==> src/pkg/wdg_regs.svh <==
`ifndef WDG_REGS_SVH
`define WDG_REGS_SVH

// ==========================================================================
// Register byte offsets on the APB port.
`define WDG_OFS_CTRL      8'h00
`define WDG_OFS_FLAGS     8'h04
`define WDG_OFS_STATUS    8'h08
`define WDG_OFS_IRQ_STAT  8'h0C
`define WDG_OFS_IRQ_MASK  8'h10
`define WDG_OFS_PIN_CTRL  8'h14
`define WDG_OFS_COUNT     8'h18

// ==========================================================================
// Field positions.
`define WDG_KEY_MSB       7
`define WDG_KEY_LSB       3
`define WDG_SEL_MSB       2
`define WDG_SEL_LSB       0
`define WDG_FLAG_KEY_BIT  0
`define WDG_ST_TO_BIT     0
`define WDG_ST_PDF_BIT    1
`define WDG_ST_EN_BIT     2
`define WDG_ST_WAIT_BIT   3
`define WDG_IRQ_OVF_BIT   0
`define WDG_IRQ_KEY_BIT   1
`define WDG_IRQ_PIN_BIT   2

// ==========================================================================
// Reset values and codes.
`define WDG_CTRL_RST      8'h53
`define WDG_PIN_CTRL_RST  8'h55
`define WDG_PIN_SEL_RESET 8'hAA
`define WDG_KEY_ENABLE    5'h0A
`define WDG_KEY_DISABLE   5'h15
`define WDG_IRQ_RST       3'h0

// ==========================================================================
// Timing: system clock period and the key reset delay, both in ns.
`define WDG_CLK_NS        50
`define WDG_SRESET_NS     100000
`define WDG_SRESET_CYC    ((`WDG_SRESET_NS + `WDG_CLK_NS - 1) / `WDG_CLK_NS)

`endif

==> src/pkg/wdg_pkg.sv <==
package wdg_pkg;

  // ========================================================================
  // Key supervision states, one-hot.
  typedef enum logic [1:0] {
    WDG_KS_RUN  = 2'b01,
    WDG_KS_WAIT = 2'b10
  } wdg_key_st_e;

  typedef logic [7:0] wdg_byte_t;

endpackage

==> src/verilog/wdg_sync.sv <==
`timescale 1ns/1ps

// Two-flop synchroniser; the first stage feeds only the second.
module wdg_sync #(
  parameter logic RST_VAL = 1'b0
) (
  input  wire logic clk,
  input  wire logic rst_n,
  input  wire logic d,
  output logic      q
);

  logic meta_r;

  // ========================================================================
  // Synchroniser stages.
  always_ff @(posedge clk) begin
    if (!rst_n) begin
      meta_r <= RST_VAL;
      q      <= RST_VAL;
    end else begin
      meta_r <= d;
      q      <= meta_r;
    end
  end

endmodule

==> src/verilog/wdg_delay.sv <==
`timescale 1ns/1ps

// One-shot delay: a start pulse gives a done pulse CYC+1 cycles later.
module wdg_delay #(
  parameter int CYC = 2000,
  parameter int W   = 16
) (
  input  wire logic clk,
  input  wire logic rst_n,
  input  wire logic start,
  output logic      busy,
  output logic      done
);

  logic [W-1:0] cnt_r;

  // Refuse counts the counter cannot hold.
  if (CYC < 1 || CYC >= (1 << W)) begin : g_bad_cyc
    $error("wdg_delay: CYC does not fit W");
  end

  // ========================================================================
  // Down counter; a start while busy is ignored so the delay is never stretched.
  always_ff @(posedge clk) begin
    if (!rst_n) begin
      cnt_r <= '0;
      busy  <= 1'b0;
      done  <= 1'b0;
    end else begin
      done <= 1'b0;
      if (busy) begin
        if (cnt_r == W'(1)) begin
          busy <= 1'b0;
          done <= 1'b1;
        end
        cnt_r <= cnt_r - W'(1);
      end else if (start) begin
        busy  <= 1'b1;
        cnt_r <= W'(CYC);
      end
    end
  end

endmodule

==> src/verilog/wdg_top.sv <==
// Decided for this implementation: register access over APB and the address map.
`timescale 1ns/1ps
`include "wdg_regs.svh"

module wdg_top
  import wdg_pkg::*;
#(
  parameter int CNT_W      = 18,
  parameter int SRESET_CYC = `WDG_SRESET_CYC
) (
  input  wire logic        clk,
  input  wire logic        rst_n,
  input  wire logic        psel,
  input  wire logic        penable,
  input  wire logic        pwrite,
  input  wire logic [7:0]  paddr,
  input  wire logic [31:0] pwdata,
  input  wire logic [3:0]  pstrb,
  output logic [31:0]      prdata,
  output logic             pready,
  output logic             pslverr,
  input  wire logic        slow_internal_osc,
  input  wire logic        external_reset_pin_n,
  input  wire logic        clear_watchdog_instr,
  input  wire logic        halt_instr,
  input  wire logic        low_power_mode,
  output logic             dev_reset,
  output logic             pc_sp_reset,
  output logic             pc_clear,
  output logic             port_preset,
  output logic             irq
);

  // Refuse counter widths that cannot reach the longest period.
  if (CNT_W < 18) begin : g_bad_cnt_w
    $error("wdg_top: CNT_W must be at least 18");
  end
  if (SRESET_CYC < 1) begin : g_bad_sreset
    $error("wdg_top: SRESET_CYC must be at least 1");
  end

  wdg_byte_t      ctrl_r;
  wdg_byte_t      pin_ctrl_r;
  logic           key_flag_r;
  logic           to_flag_r;
  logic           pdf_flag_r;
  logic [2:0]     irq_stat_r;
  logic [2:0]     irq_mask_r;
  logic [CNT_W-1:0] cnt_r;
  logic [CNT_W-1:0] ovf_mask;
  wdg_key_st_e    key_st_r;
  logic           osc_s;
  logic           osc_d_r;
  logic           pin_s;
  logic           tick;
  logic           wd_en;
  logic           key_bad;
  logic           key_start;
  logic           key_busy;
  logic           key_fire;
  logic           pin_rst;
  logic           ovf;
  logic           cnt_clr;
  logic [4:0]     key;
  logic [2:0]     sel;
  logic           wr_en;
  logic           setup_rd;
  logic           addr_err;
  logic [31:0]    rd_mux;
  logic           err_r;

  // ==========================================================================
  // Pin inputs: oscillator and reset pin cross in through two flops each.
  wdg_sync #(.RST_VAL(1'b0)) u_osc_sync (
    .clk   (clk),
    .rst_n (rst_n),
    .d     (slow_internal_osc),
    .q     (osc_s)
  );

  wdg_sync #(.RST_VAL(1'b1)) u_pin_sync (
    .clk   (clk),
    .rst_n (rst_n),
    .d     (external_reset_pin_n),
    .q     (pin_s)
  );

  // Rising-edge detect on the synchronised oscillator; the system clock must be
  // far faster than the oscillator, which holds easily at 20 MHz against 32 kHz.
  always_ff @(posedge clk) begin
    if (!rst_n) begin
      osc_d_r <= 1'b0;
    end else begin
      osc_d_r <= osc_s;
    end
  end

  assign tick = osc_s & ~osc_d_r;

  // ==========================================================================
  // Key decode and pin selection.
  assign key     = ctrl_r[`WDG_KEY_MSB:`WDG_KEY_LSB];
  assign sel     = ctrl_r[`WDG_SEL_MSB:`WDG_SEL_LSB];
  assign wd_en   = (key == `WDG_KEY_ENABLE);
  assign key_bad = (key != `WDG_KEY_ENABLE) && (key != `WDG_KEY_DISABLE);
  assign pin_rst = (pin_ctrl_r == `WDG_PIN_SEL_RESET) & ~pin_s;

  // Overflow threshold: all bits below the selected period set.
  always_comb begin
    case (sel)
      3'h0:    ovf_mask = CNT_W'({8{1'b1}});
      3'h1:    ovf_mask = CNT_W'({10{1'b1}});
      3'h2:    ovf_mask = CNT_W'({12{1'b1}});
      3'h3:    ovf_mask = CNT_W'({14{1'b1}});
      3'h4:    ovf_mask = CNT_W'({15{1'b1}});
      3'h5:    ovf_mask = CNT_W'({16{1'b1}});
      3'h6:    ovf_mask = CNT_W'({17{1'b1}});
      default: ovf_mask = CNT_W'({18{1'b1}});
    endcase
  end

  // Overflow fires on the tick that would carry out of the selected bit.
  assign ovf = wd_en & tick & ((cnt_r & ovf_mask) == ovf_mask)
             & ~key_busy & ~pin_rst;

  // ==========================================================================
  // Key supervision: a bad key arms the delay once; the reset follows at its end.
  assign key_start = (key_st_r == WDG_KS_RUN) & key_bad;

  always_ff @(posedge clk) begin
    if (!rst_n) begin
      key_st_r <= WDG_KS_RUN;
    end else begin
      case (key_st_r)
        WDG_KS_RUN:  if (key_bad) key_st_r <= WDG_KS_WAIT;
        WDG_KS_WAIT: if (key_fire) key_st_r <= WDG_KS_RUN;
        default:     key_st_r <= WDG_KS_RUN;
      endcase
    end
  end

  wdg_delay #(.CYC(SRESET_CYC), .W(16)) u_key_delay (
    .clk   (clk),
    .rst_n (rst_n),
    .start (key_start),
    .busy  (key_busy),
    .done  (key_fire)
  );

  // ==========================================================================
  // Watchdog counter.
  // The counter is held clear during the key delay so no overflow races the
  // pending key reset.
  assign cnt_clr = key_busy | key_fire | clear_watchdog_instr | halt_instr
                 | pin_rst | ovf;

  always_ff @(posedge clk) begin
    if (!rst_n) begin
      cnt_r <= '0;
    end else if (cnt_clr) begin
      cnt_r <= '0;
    end else if (wd_en && tick) begin
      cnt_r <= cnt_r + CNT_W'(1);
    end
  end

  // ==========================================================================
  // APB slave: zero wait states, read data captured in the setup cycle.
  assign wr_en    = psel & penable & pwrite & pstrb[0];
  assign setup_rd = psel & ~penable;
  assign pready   = 1'b1;
  assign pslverr  = psel & penable & err_r;

  always_comb begin
    addr_err = 1'b0;
    rd_mux   = 32'h0000_0000;
    if (paddr == `WDG_OFS_CTRL) begin
      rd_mux[7:0] = ctrl_r;
    end else if (paddr == `WDG_OFS_FLAGS) begin
      rd_mux[`WDG_FLAG_KEY_BIT] = key_flag_r;
    end else if (paddr == `WDG_OFS_STATUS) begin
      rd_mux[`WDG_ST_TO_BIT]   = to_flag_r;
      rd_mux[`WDG_ST_PDF_BIT]  = pdf_flag_r;
      rd_mux[`WDG_ST_EN_BIT]   = wd_en;
      rd_mux[`WDG_ST_WAIT_BIT] = key_busy;
    end else if (paddr == `WDG_OFS_IRQ_STAT) begin
      rd_mux[2:0] = irq_stat_r;
    end else if (paddr == `WDG_OFS_IRQ_MASK) begin
      rd_mux[2:0] = irq_mask_r;
    end else if (paddr == `WDG_OFS_PIN_CTRL) begin
      rd_mux[7:0] = pin_ctrl_r;
    end else if (paddr == `WDG_OFS_COUNT) begin
      rd_mux[CNT_W-1:0] = cnt_r;
    end else begin
      addr_err = 1'b1;
    end
  end

  // Read data and error are latched in setup so both come from flops.
  always_ff @(posedge clk) begin
    if (!rst_n) begin
      prdata <= 32'h0000_0000;
      err_r  <= 1'b0;
    end else if (setup_rd) begin
      prdata <= pwrite ? 32'h0000_0000 : rd_mux;
      err_r  <= addr_err;
    end
  end

  // ==========================================================================
  // Control register; the key reset reloads power-on values so it cannot loop.
  always_ff @(posedge clk) begin
    if (!rst_n) begin
      ctrl_r <= `WDG_CTRL_RST;
    end else if (key_fire) begin
      ctrl_r <= `WDG_CTRL_RST;
    end else if (wr_en && paddr == `WDG_OFS_CTRL) begin
      ctrl_r <= pwdata[7:0];
    end
  end

  // Reset pin selection register.
  always_ff @(posedge clk) begin
    if (!rst_n) begin
      pin_ctrl_r <= `WDG_PIN_CTRL_RST;
    end else if (wr_en && paddr == `WDG_OFS_PIN_CTRL) begin
      pin_ctrl_r <= pwdata[7:0];
    end
  end

  // Key reset flag: set by hardware, cleared only by writing zero; set wins.
  always_ff @(posedge clk) begin
    if (!rst_n) begin
      key_flag_r <= 1'b0;
    end else if (key_fire) begin
      key_flag_r <= 1'b1;
    end else if (wr_en && paddr == `WDG_OFS_FLAGS && !pwdata[`WDG_FLAG_KEY_BIT]) begin
      key_flag_r <= 1'b0;
    end
  end

  // ==========================================================================
  // Time-out and power-down flags; an overflow in the same cycle as a clear wins, for the power-down flag only in low-power mode.
  always_ff @(posedge clk) begin
    if (!rst_n) begin
      to_flag_r <= 1'b0;
    end else if (ovf) begin
      to_flag_r <= 1'b1;
    end else if (clear_watchdog_instr || halt_instr) begin
      to_flag_r <= 1'b0;
    end
  end

  always_ff @(posedge clk) begin
    if (!rst_n) begin
      pdf_flag_r <= 1'b0;
    end else if ((ovf && low_power_mode) || halt_instr) begin
      pdf_flag_r <= 1'b1;
    end else if (clear_watchdog_instr) begin
      pdf_flag_r <= 1'b0;
    end
  end

  // ==========================================================================
  // Reset outputs. Power-on holds the PC clear and port preset through reset
  // and one cycle past release.
  always_ff @(posedge clk) begin
    if (!rst_n) begin
      dev_reset   <= 1'b0;
      pc_sp_reset <= 1'b0;
      pc_clear    <= 1'b1;
      port_preset <= 1'b1;
    end else begin
      dev_reset   <= (ovf & ~low_power_mode) | key_fire | pin_rst;
      pc_sp_reset <= ovf & low_power_mode;
      pc_clear    <= ovf | key_fire | pin_rst;
      port_preset <= 1'b0;
    end
  end

  // ==========================================================================
  // Interrupt status, write-one-to-clear; a new event beats a clear.
  always_ff @(posedge clk) begin
    if (!rst_n) begin
      irq_stat_r <= `WDG_IRQ_RST;
    end else begin
      if (wr_en && paddr == `WDG_OFS_IRQ_STAT) begin
        irq_stat_r <= irq_stat_r & ~pwdata[2:0];
      end
      if (ovf) irq_stat_r[`WDG_IRQ_OVF_BIT] <= 1'b1;
      if (key_fire) irq_stat_r[`WDG_IRQ_KEY_BIT] <= 1'b1;
      if (pin_rst) irq_stat_r[`WDG_IRQ_PIN_BIT] <= 1'b1;
    end
  end

  always_ff @(posedge clk) begin
    if (!rst_n) begin
      irq_mask_r <= `WDG_IRQ_RST;
    end else if (wr_en && paddr == `WDG_OFS_IRQ_MASK) begin
      irq_mask_r <= pwdata[2:0];
    end
  end

  assign irq = |(irq_stat_r & irq_mask_r);

endmodule

==> config.mk <==
export PLATFORM = sky130hd
export DESIGN_NAME = wdg_top
export DESIGN_NICKNAME = d
export VERILOG_FILES = /design/src/pkg/wdg_pkg.sv /design/src/verilog/wdg_sync.sv /design/src/verilog/wdg_delay.sv /design/src/verilog/wdg_top.sv
export VERILOG_INCLUDE_DIRS = /design/src /design/src/pkg
export SDC_FILE = /design/constraint.sdc
export NUM_CORES = 1
export LEC_CHECK = 0
export BUFFER_PORTS_ARGS = -buffer_cell sky130_fd_sc_hd__buf_2
export CAP_MARGIN = 20
export CORE_UTILIZATION = 42
export DETAILED_ROUTE_END_ITERATION = 8
export GPL_ROUTABILITY_DRIVEN = 0
export MAX_ROUTING_LAYER = met4
export SLEW_MARGIN = 0
export SYNTH_ARGS = -nofsm -noshare
export SYNTH_HDL_FRONTEND = slang
export SYNTH_SLANG_ARGS = --single-unit
==> constraint.sdc <==
create_clock -name clk -period 5.3 [get_ports clk]
set_input_delay 0.53 -clock clk [delete_from_list [all_inputs] [get_ports clk]]
set_output_delay 0.53 -clock clk [all_outputs]
set_load 0.02 [all_outputs]
# Word-level counts from Yosys, hierarchy flattened
# Cells that the tools add are included.
[word_totals]
ff_bits = 105
elab_cells = 162
output_inout_bits = 39
[op_classes]
mux = 53
n_reduce_logical = 26
n_eq_ne = 22
n_addsub = 2
bitwise_logic = 34
[ops]
columns = ["op", "n"]
rows = [
  ["$mux W18", 8],
  ["$pmux W18 S7", 1],
  ["$mux W8", 7],
  ["$mux W16", 2],
  ["$mux W15", 2],
  ["$eq A8 B5 Y1 const B", 3],
  ["$mux W1", 22],
  ["$mux W10", 2],
  ["$add A18 B1 Y18 const B", 1],
  ["$and A18 B18 Y18", 1],
  ["$eq A18 B18 Y1", 1],
  ["$mux W17", 1],
  ["$eq A16 B1 Y1 const B", 1],
  ["$eq A8 B4 Y1 const B", 2],
  ["$sub A16 B1 Y16 const B", 1],
  ["$and A1 B1 Y1", 14],
  ["$mux W14", 1],
  ["$reduce_bool A2 Y1", 7],
  ["$eq A3 B3 Y1 const B", 3],
  ["$logic_and A1 B1 Y1", 9],
  ["$mux W3", 3],
  ["$or A1 B1 Y1", 9],
  ["$eq A8 B3 Y1 const B", 1],
  ["$eq A8 B8 Y1 const B", 1],
  ["22 further kinds", 34],
]

# Logic depth before layout (Yosys ltp)
[logic_depth]
word_depth = 20
mapped_depth = 6
depth_no_buf = 6

# Modules after synthesis
# A second synthesis with hierarchy kept.
[hier_totals]
hier_cells = 474
hier_area_um2 = 4299.1
[modules_own_cells]
columns = ["module", "cells_each", "seq_area_each_um2", "area_per_inst_um2", "n_inst"]
rows = [
  ["wdg_top", 375, 1381.3, 3316.9, 1],
  ["wdg_delay", 91, 360.3, 877.1, 1],
  ["wdg_sync", 4, 40.0, 52.6, 2],
]

# Worst setup path after synthesis
# Ideal clock, no wire load.
[synth_timing]
kind = "input port to flip-flop"
from = "in paddr[4]"
to = "reg key_flag_r"
arrival_time_ps = 1941
cell_stages = 6
setup_slack_ps = 3232
cell_sequence = "clkbuf_1 > or3_1 > or2_1 > or4b_1 > a21oi_1 > nor2_1"
[synth_between]
elab_chain_cells = 4
[synth_rtl]
columns = ["item", "line", "rtl"]
rows = [
  ["start, declared", "wdg_top.sv:16", "input wire logic [7:0] paddr,"],
  ["$eq A8 B3 Y1 (no line)", "--", ""],
  ["$logic_and A1 B1 Y1 (no line)", "--", ""],
  ["$logic_and A1 B1 Y1", "wdg_top.sv:237", "end else if (wr_en && paddr == `WDG_OFS_FLAGS && !pwdata[`WDG_FLAG_KEY_BIT]) begin"],
  ["$reduce_bool A2 Y1 (no line)", "--", ""],
  ["end signal, assigned", "wdg_top.sv:234", "key_flag_r <= 1'b0;"],
  ["end signal, assigned", "wdg_top.sv:236", "key_flag_r <= 1'b1;"],
  ["end signal, assigned", "wdg_top.sv:238", "key_flag_r <= 1'b0;"],
  ["end, declared", "wdg_top.sv:44", "logic key_flag_r;"],
]
# No other way between the ends.
# A chain may end at the register's enable or synchronous reset.

==> results.tsv <==
stage	metric	value	unit
status	status	completed	
final_layout	share of cells above drive strength 1	15.1	%
global_route	busiest layer in global routing	met2	
synthesis	Post-synth top flop	dfxtp_1	
routing	Detailed Routing Iterations Pass 1	4	
routing	post-route ant nets	0	
critical_path	WP data required	5.60	ns
timing	Fmax	355	MHz
synthesis	library cells used by synthesis	65	
global_route	largest net degree at the start of global routing	38	
clock_network	Max Buffers Root-to-Sink	2	
final_layout	Layout area overhead	11.0	%
global_route	routing usage on met3	4.17	%
timing	Slew headroom	40.4	%
routing	drt initial violations	200	
critical_path	Setup CP Type	in -> reg	
timing	RSZ-0062 raised after global routing	no	
placed_design	Port Buffers	50	
critical_path	reg2reg end	cnt_r[3]$_SDFFE_PP0P_	
pwr	Power Density	255	nW/um2
floorplanning	I/O pins	93	
timing	final setup skew	0.0128	ns
clock_network	root buffer cell	clkbuf_8	
synthesis	Yosys warning count	0	
pwr	VDD IR max	0.154	mV
global_route	Overall Global Routing Usage	21.1	%
routing	via count	3450	
synthesis	cells after synthesis	471	
critical_path	endpoint class of the critical path	flop	
flow_run	max-cap check violation count	0	
critical_path	startpoint types	input pin	
clock_network	clock slew at reported path FFs	0.09	ns
timing	Final setup violation count	0	
clock_network	CTS tree	yes	
clock_network	Sink Count	91	
timing	final-report max-slew violation count	0	
final_layout	final design utilization	47.8	%
floorplanning	Starting Density	43.0	%
min_path	hold-critical path endpoint	u_pin_sync.meta_r$_SDFF_PN1_	
routing	wire length per cell	15.3	um
critical_path	r2r startpoint	ctrl_r[4]$_SDFFE_PP1P_	
synthesis	Seq/Total Area, Yosys	43.5	%
synthesis	synthesized area per cell	8.89	um2
timing	worst hold margin	0.348	ns
min_path	hold path start	external_reset_pin_n	
timing	Hold Vio Cnt, Final	0	
global_route	global routing usage on met2	33.5	%
clock_network	post-CTS setup buffer count	0	
pwr	Lkg Pwr	1.83	nW
critical_path	WP data arrival	3.12	ns
floorplanning	Site Rows	36	
timing	Tmin final	2.82	ns
floorplanning	full die area	10400	um2
global_route	initial antenna violation count	0	
clock_network	Inserted Clock Buffers	9	
routing	DRC violations left	0	
synthesis	asr flop ratio synth	0	%
floorplanning	core area	9730	um2
global_route	met1 Use GR	26.7	%
clock_network	post_cts resized	0	
timing	slew at the pin closest to its max-slew limit	0.882	ns
min_path	Cells on Worst Hold Path	2	
floorplanning	Chip Height	102	um
synthesis	Seq cells post-synth	91	
floorplanning	Die Width	102	um
placed_design	DP HPWL	7.33	mm
final_layout	Nets	569	
critical_path	flop2flop setup slack	2.88	ns
clock_network	CTS H-tree depth	3	
critical_path	Reg2Reg Depth	5	
global_route	first-pass GRT wire length	16.2	mm
clock_network	clk_lat worst skew	0.36	ns
pwr	PnR Total Power	1.19	mW
timing	setup TNS	0	ns
critical_path	worst-path fanout max	37	
routing	total routed wirelength	9.98	mm
placed_design	Placed Cells	634	
global_route	Remaining Overflow, GRT	0	
final_layout	Final Non-Filler Cells	650	
synthesis	mapped cell area	4190	um2
synthesis	EDFF count, synth	0	
final_layout	Diodes inserted	0	
global_route	vias in the first global route	3277	
routing	Via density	5.31	
clock_network	hold_buf cts	0	
timing	fin crit share	53.2	%
min_path	worst min path class	in -> reg	
## metal layers
metal	wire [um]	part of all wire (%)
met1	4540	46
met2	4750	48
met3	539	5.4
met4	142	1.4
met5	0	0
## cells in the mapped netlist, types with 6 or more instances
library cell,instances,area [um2]
nor2_1,70,263
nor3_1,14,70.1
a21oi_1,9,45.0
mux2i_1,22,220
and3_1,6,37.5
xor2_1,10,87.6
a22oi_1,14,105
nand2b_1,12,75.1
nand2_1,41,154
o22ai_1,6,37.5
nand3_1,14,70.1
nor2b_1,6,37.5
buf_4,15,113
nand4b_1,7,61.3
xnor2_1,9,78.8
clkbuf_1,13,48.8
dfxtp_1,91,1820
nand4_1,6,37.5
inv_1,10,37.5
o21ai_0,11,55.1
## layout by cell type, fill, tap and decap left out, drive strengths merged, types with 14 or more instances in the layout
| cell type | count |
|---|---|
| inv | 14 |
| nand3 | 14 |
| mux2i | 22 |
| buf | 51 |
| nor3 | 14 |
| nand2 | 41 |
| dfxtp | 91 |
| conb | 15 |
| a22oi | 14 |
| nor2 | 70 |
## worst max-delay path, cell delays in order
cell and delay, ns:
buf_2 0.42, inv_2 0.44, nor3_1 0.66, nor4bb_1 0.78
a221o_1 0.26
## flip-flops by register name, indices dropped and copies added, names as in the netlist, 2 cells and up
name / cells
cnt_r: 18
prdata: 18
u_key_delay.cnt_r: 16
ctrl_r: 8
pin_ctrl_r: 8
irq_mask_r: 3
irq_stat_r: 3
key_st_r: 2
## report_power, final
group	total, mW	internal [mW]	switching [mW]
Sequential	0.689	0.687	0.00170
Clock	0.431	0.176	0.255
Combinational	0.0656	0.0188	0.0468
## layout make-up
class	instances	area (um2)
fillers	972	5080
flip-flops and latches	91	1820
multi-input cells	348	2180
clock inverters	6	47.5
repair buffers	51	258
inverters	11	41.3
well taps	133	166
clock buffers	10	128
## through the flow
stage                     setup slack (ns)  instance area, um2
final                                 2.48                4650
after CTS                             2.48                4650
after global routing                  2.18                4650
after detailed placement              2.08                4470
after global placement                2.15                4470
after floorplan                       3.23                4240
## cell families (layout without fill, tap and decap cells)
kind of cell	after synthesis	after routing	synth area share (%)
AO/OA/AOI/OAI	73	73	12.7
XOR/XNOR	19	19	3.97
adder cells (fa/ha/maj)	3	3	0.896
buffers and inverters	45	78	5.50
flip-flops	91	91	43.5
multiplexers	24	24	6.07
other	2	15	0.179
AND/OR/NAND/NOR	214	214	27.2
## how the worst max path moves through the flow
| stage | startpoint | end | slack [ns] |
|---|---|---|---|
| 4_1_cts | rst_n | prdata[6]$_SDFFE_PN0P_ | 2.48 |
| 2_1_floorplan | paddr[4] | key_flag_r$_SDFFE_PN0P_ | 3.23 |
| 6_report | rst_n | prdata[6]$_SDFFE_PN0P_ | 2.48 |
| 3_5_place_dp | rst_n | prdata[5]$_SDFFE_PN0P_ | 2.08 |
| 5_1_grt | rst_n | prdata[6]$_SDFFE_PN0P_ | 2.18 |
| 3_3_place_gp | rst_n | prdata[4]$_SDFFE_PN0P_ | 2.15 |
No activity file was read; power rests on OpenSTA's default activity.
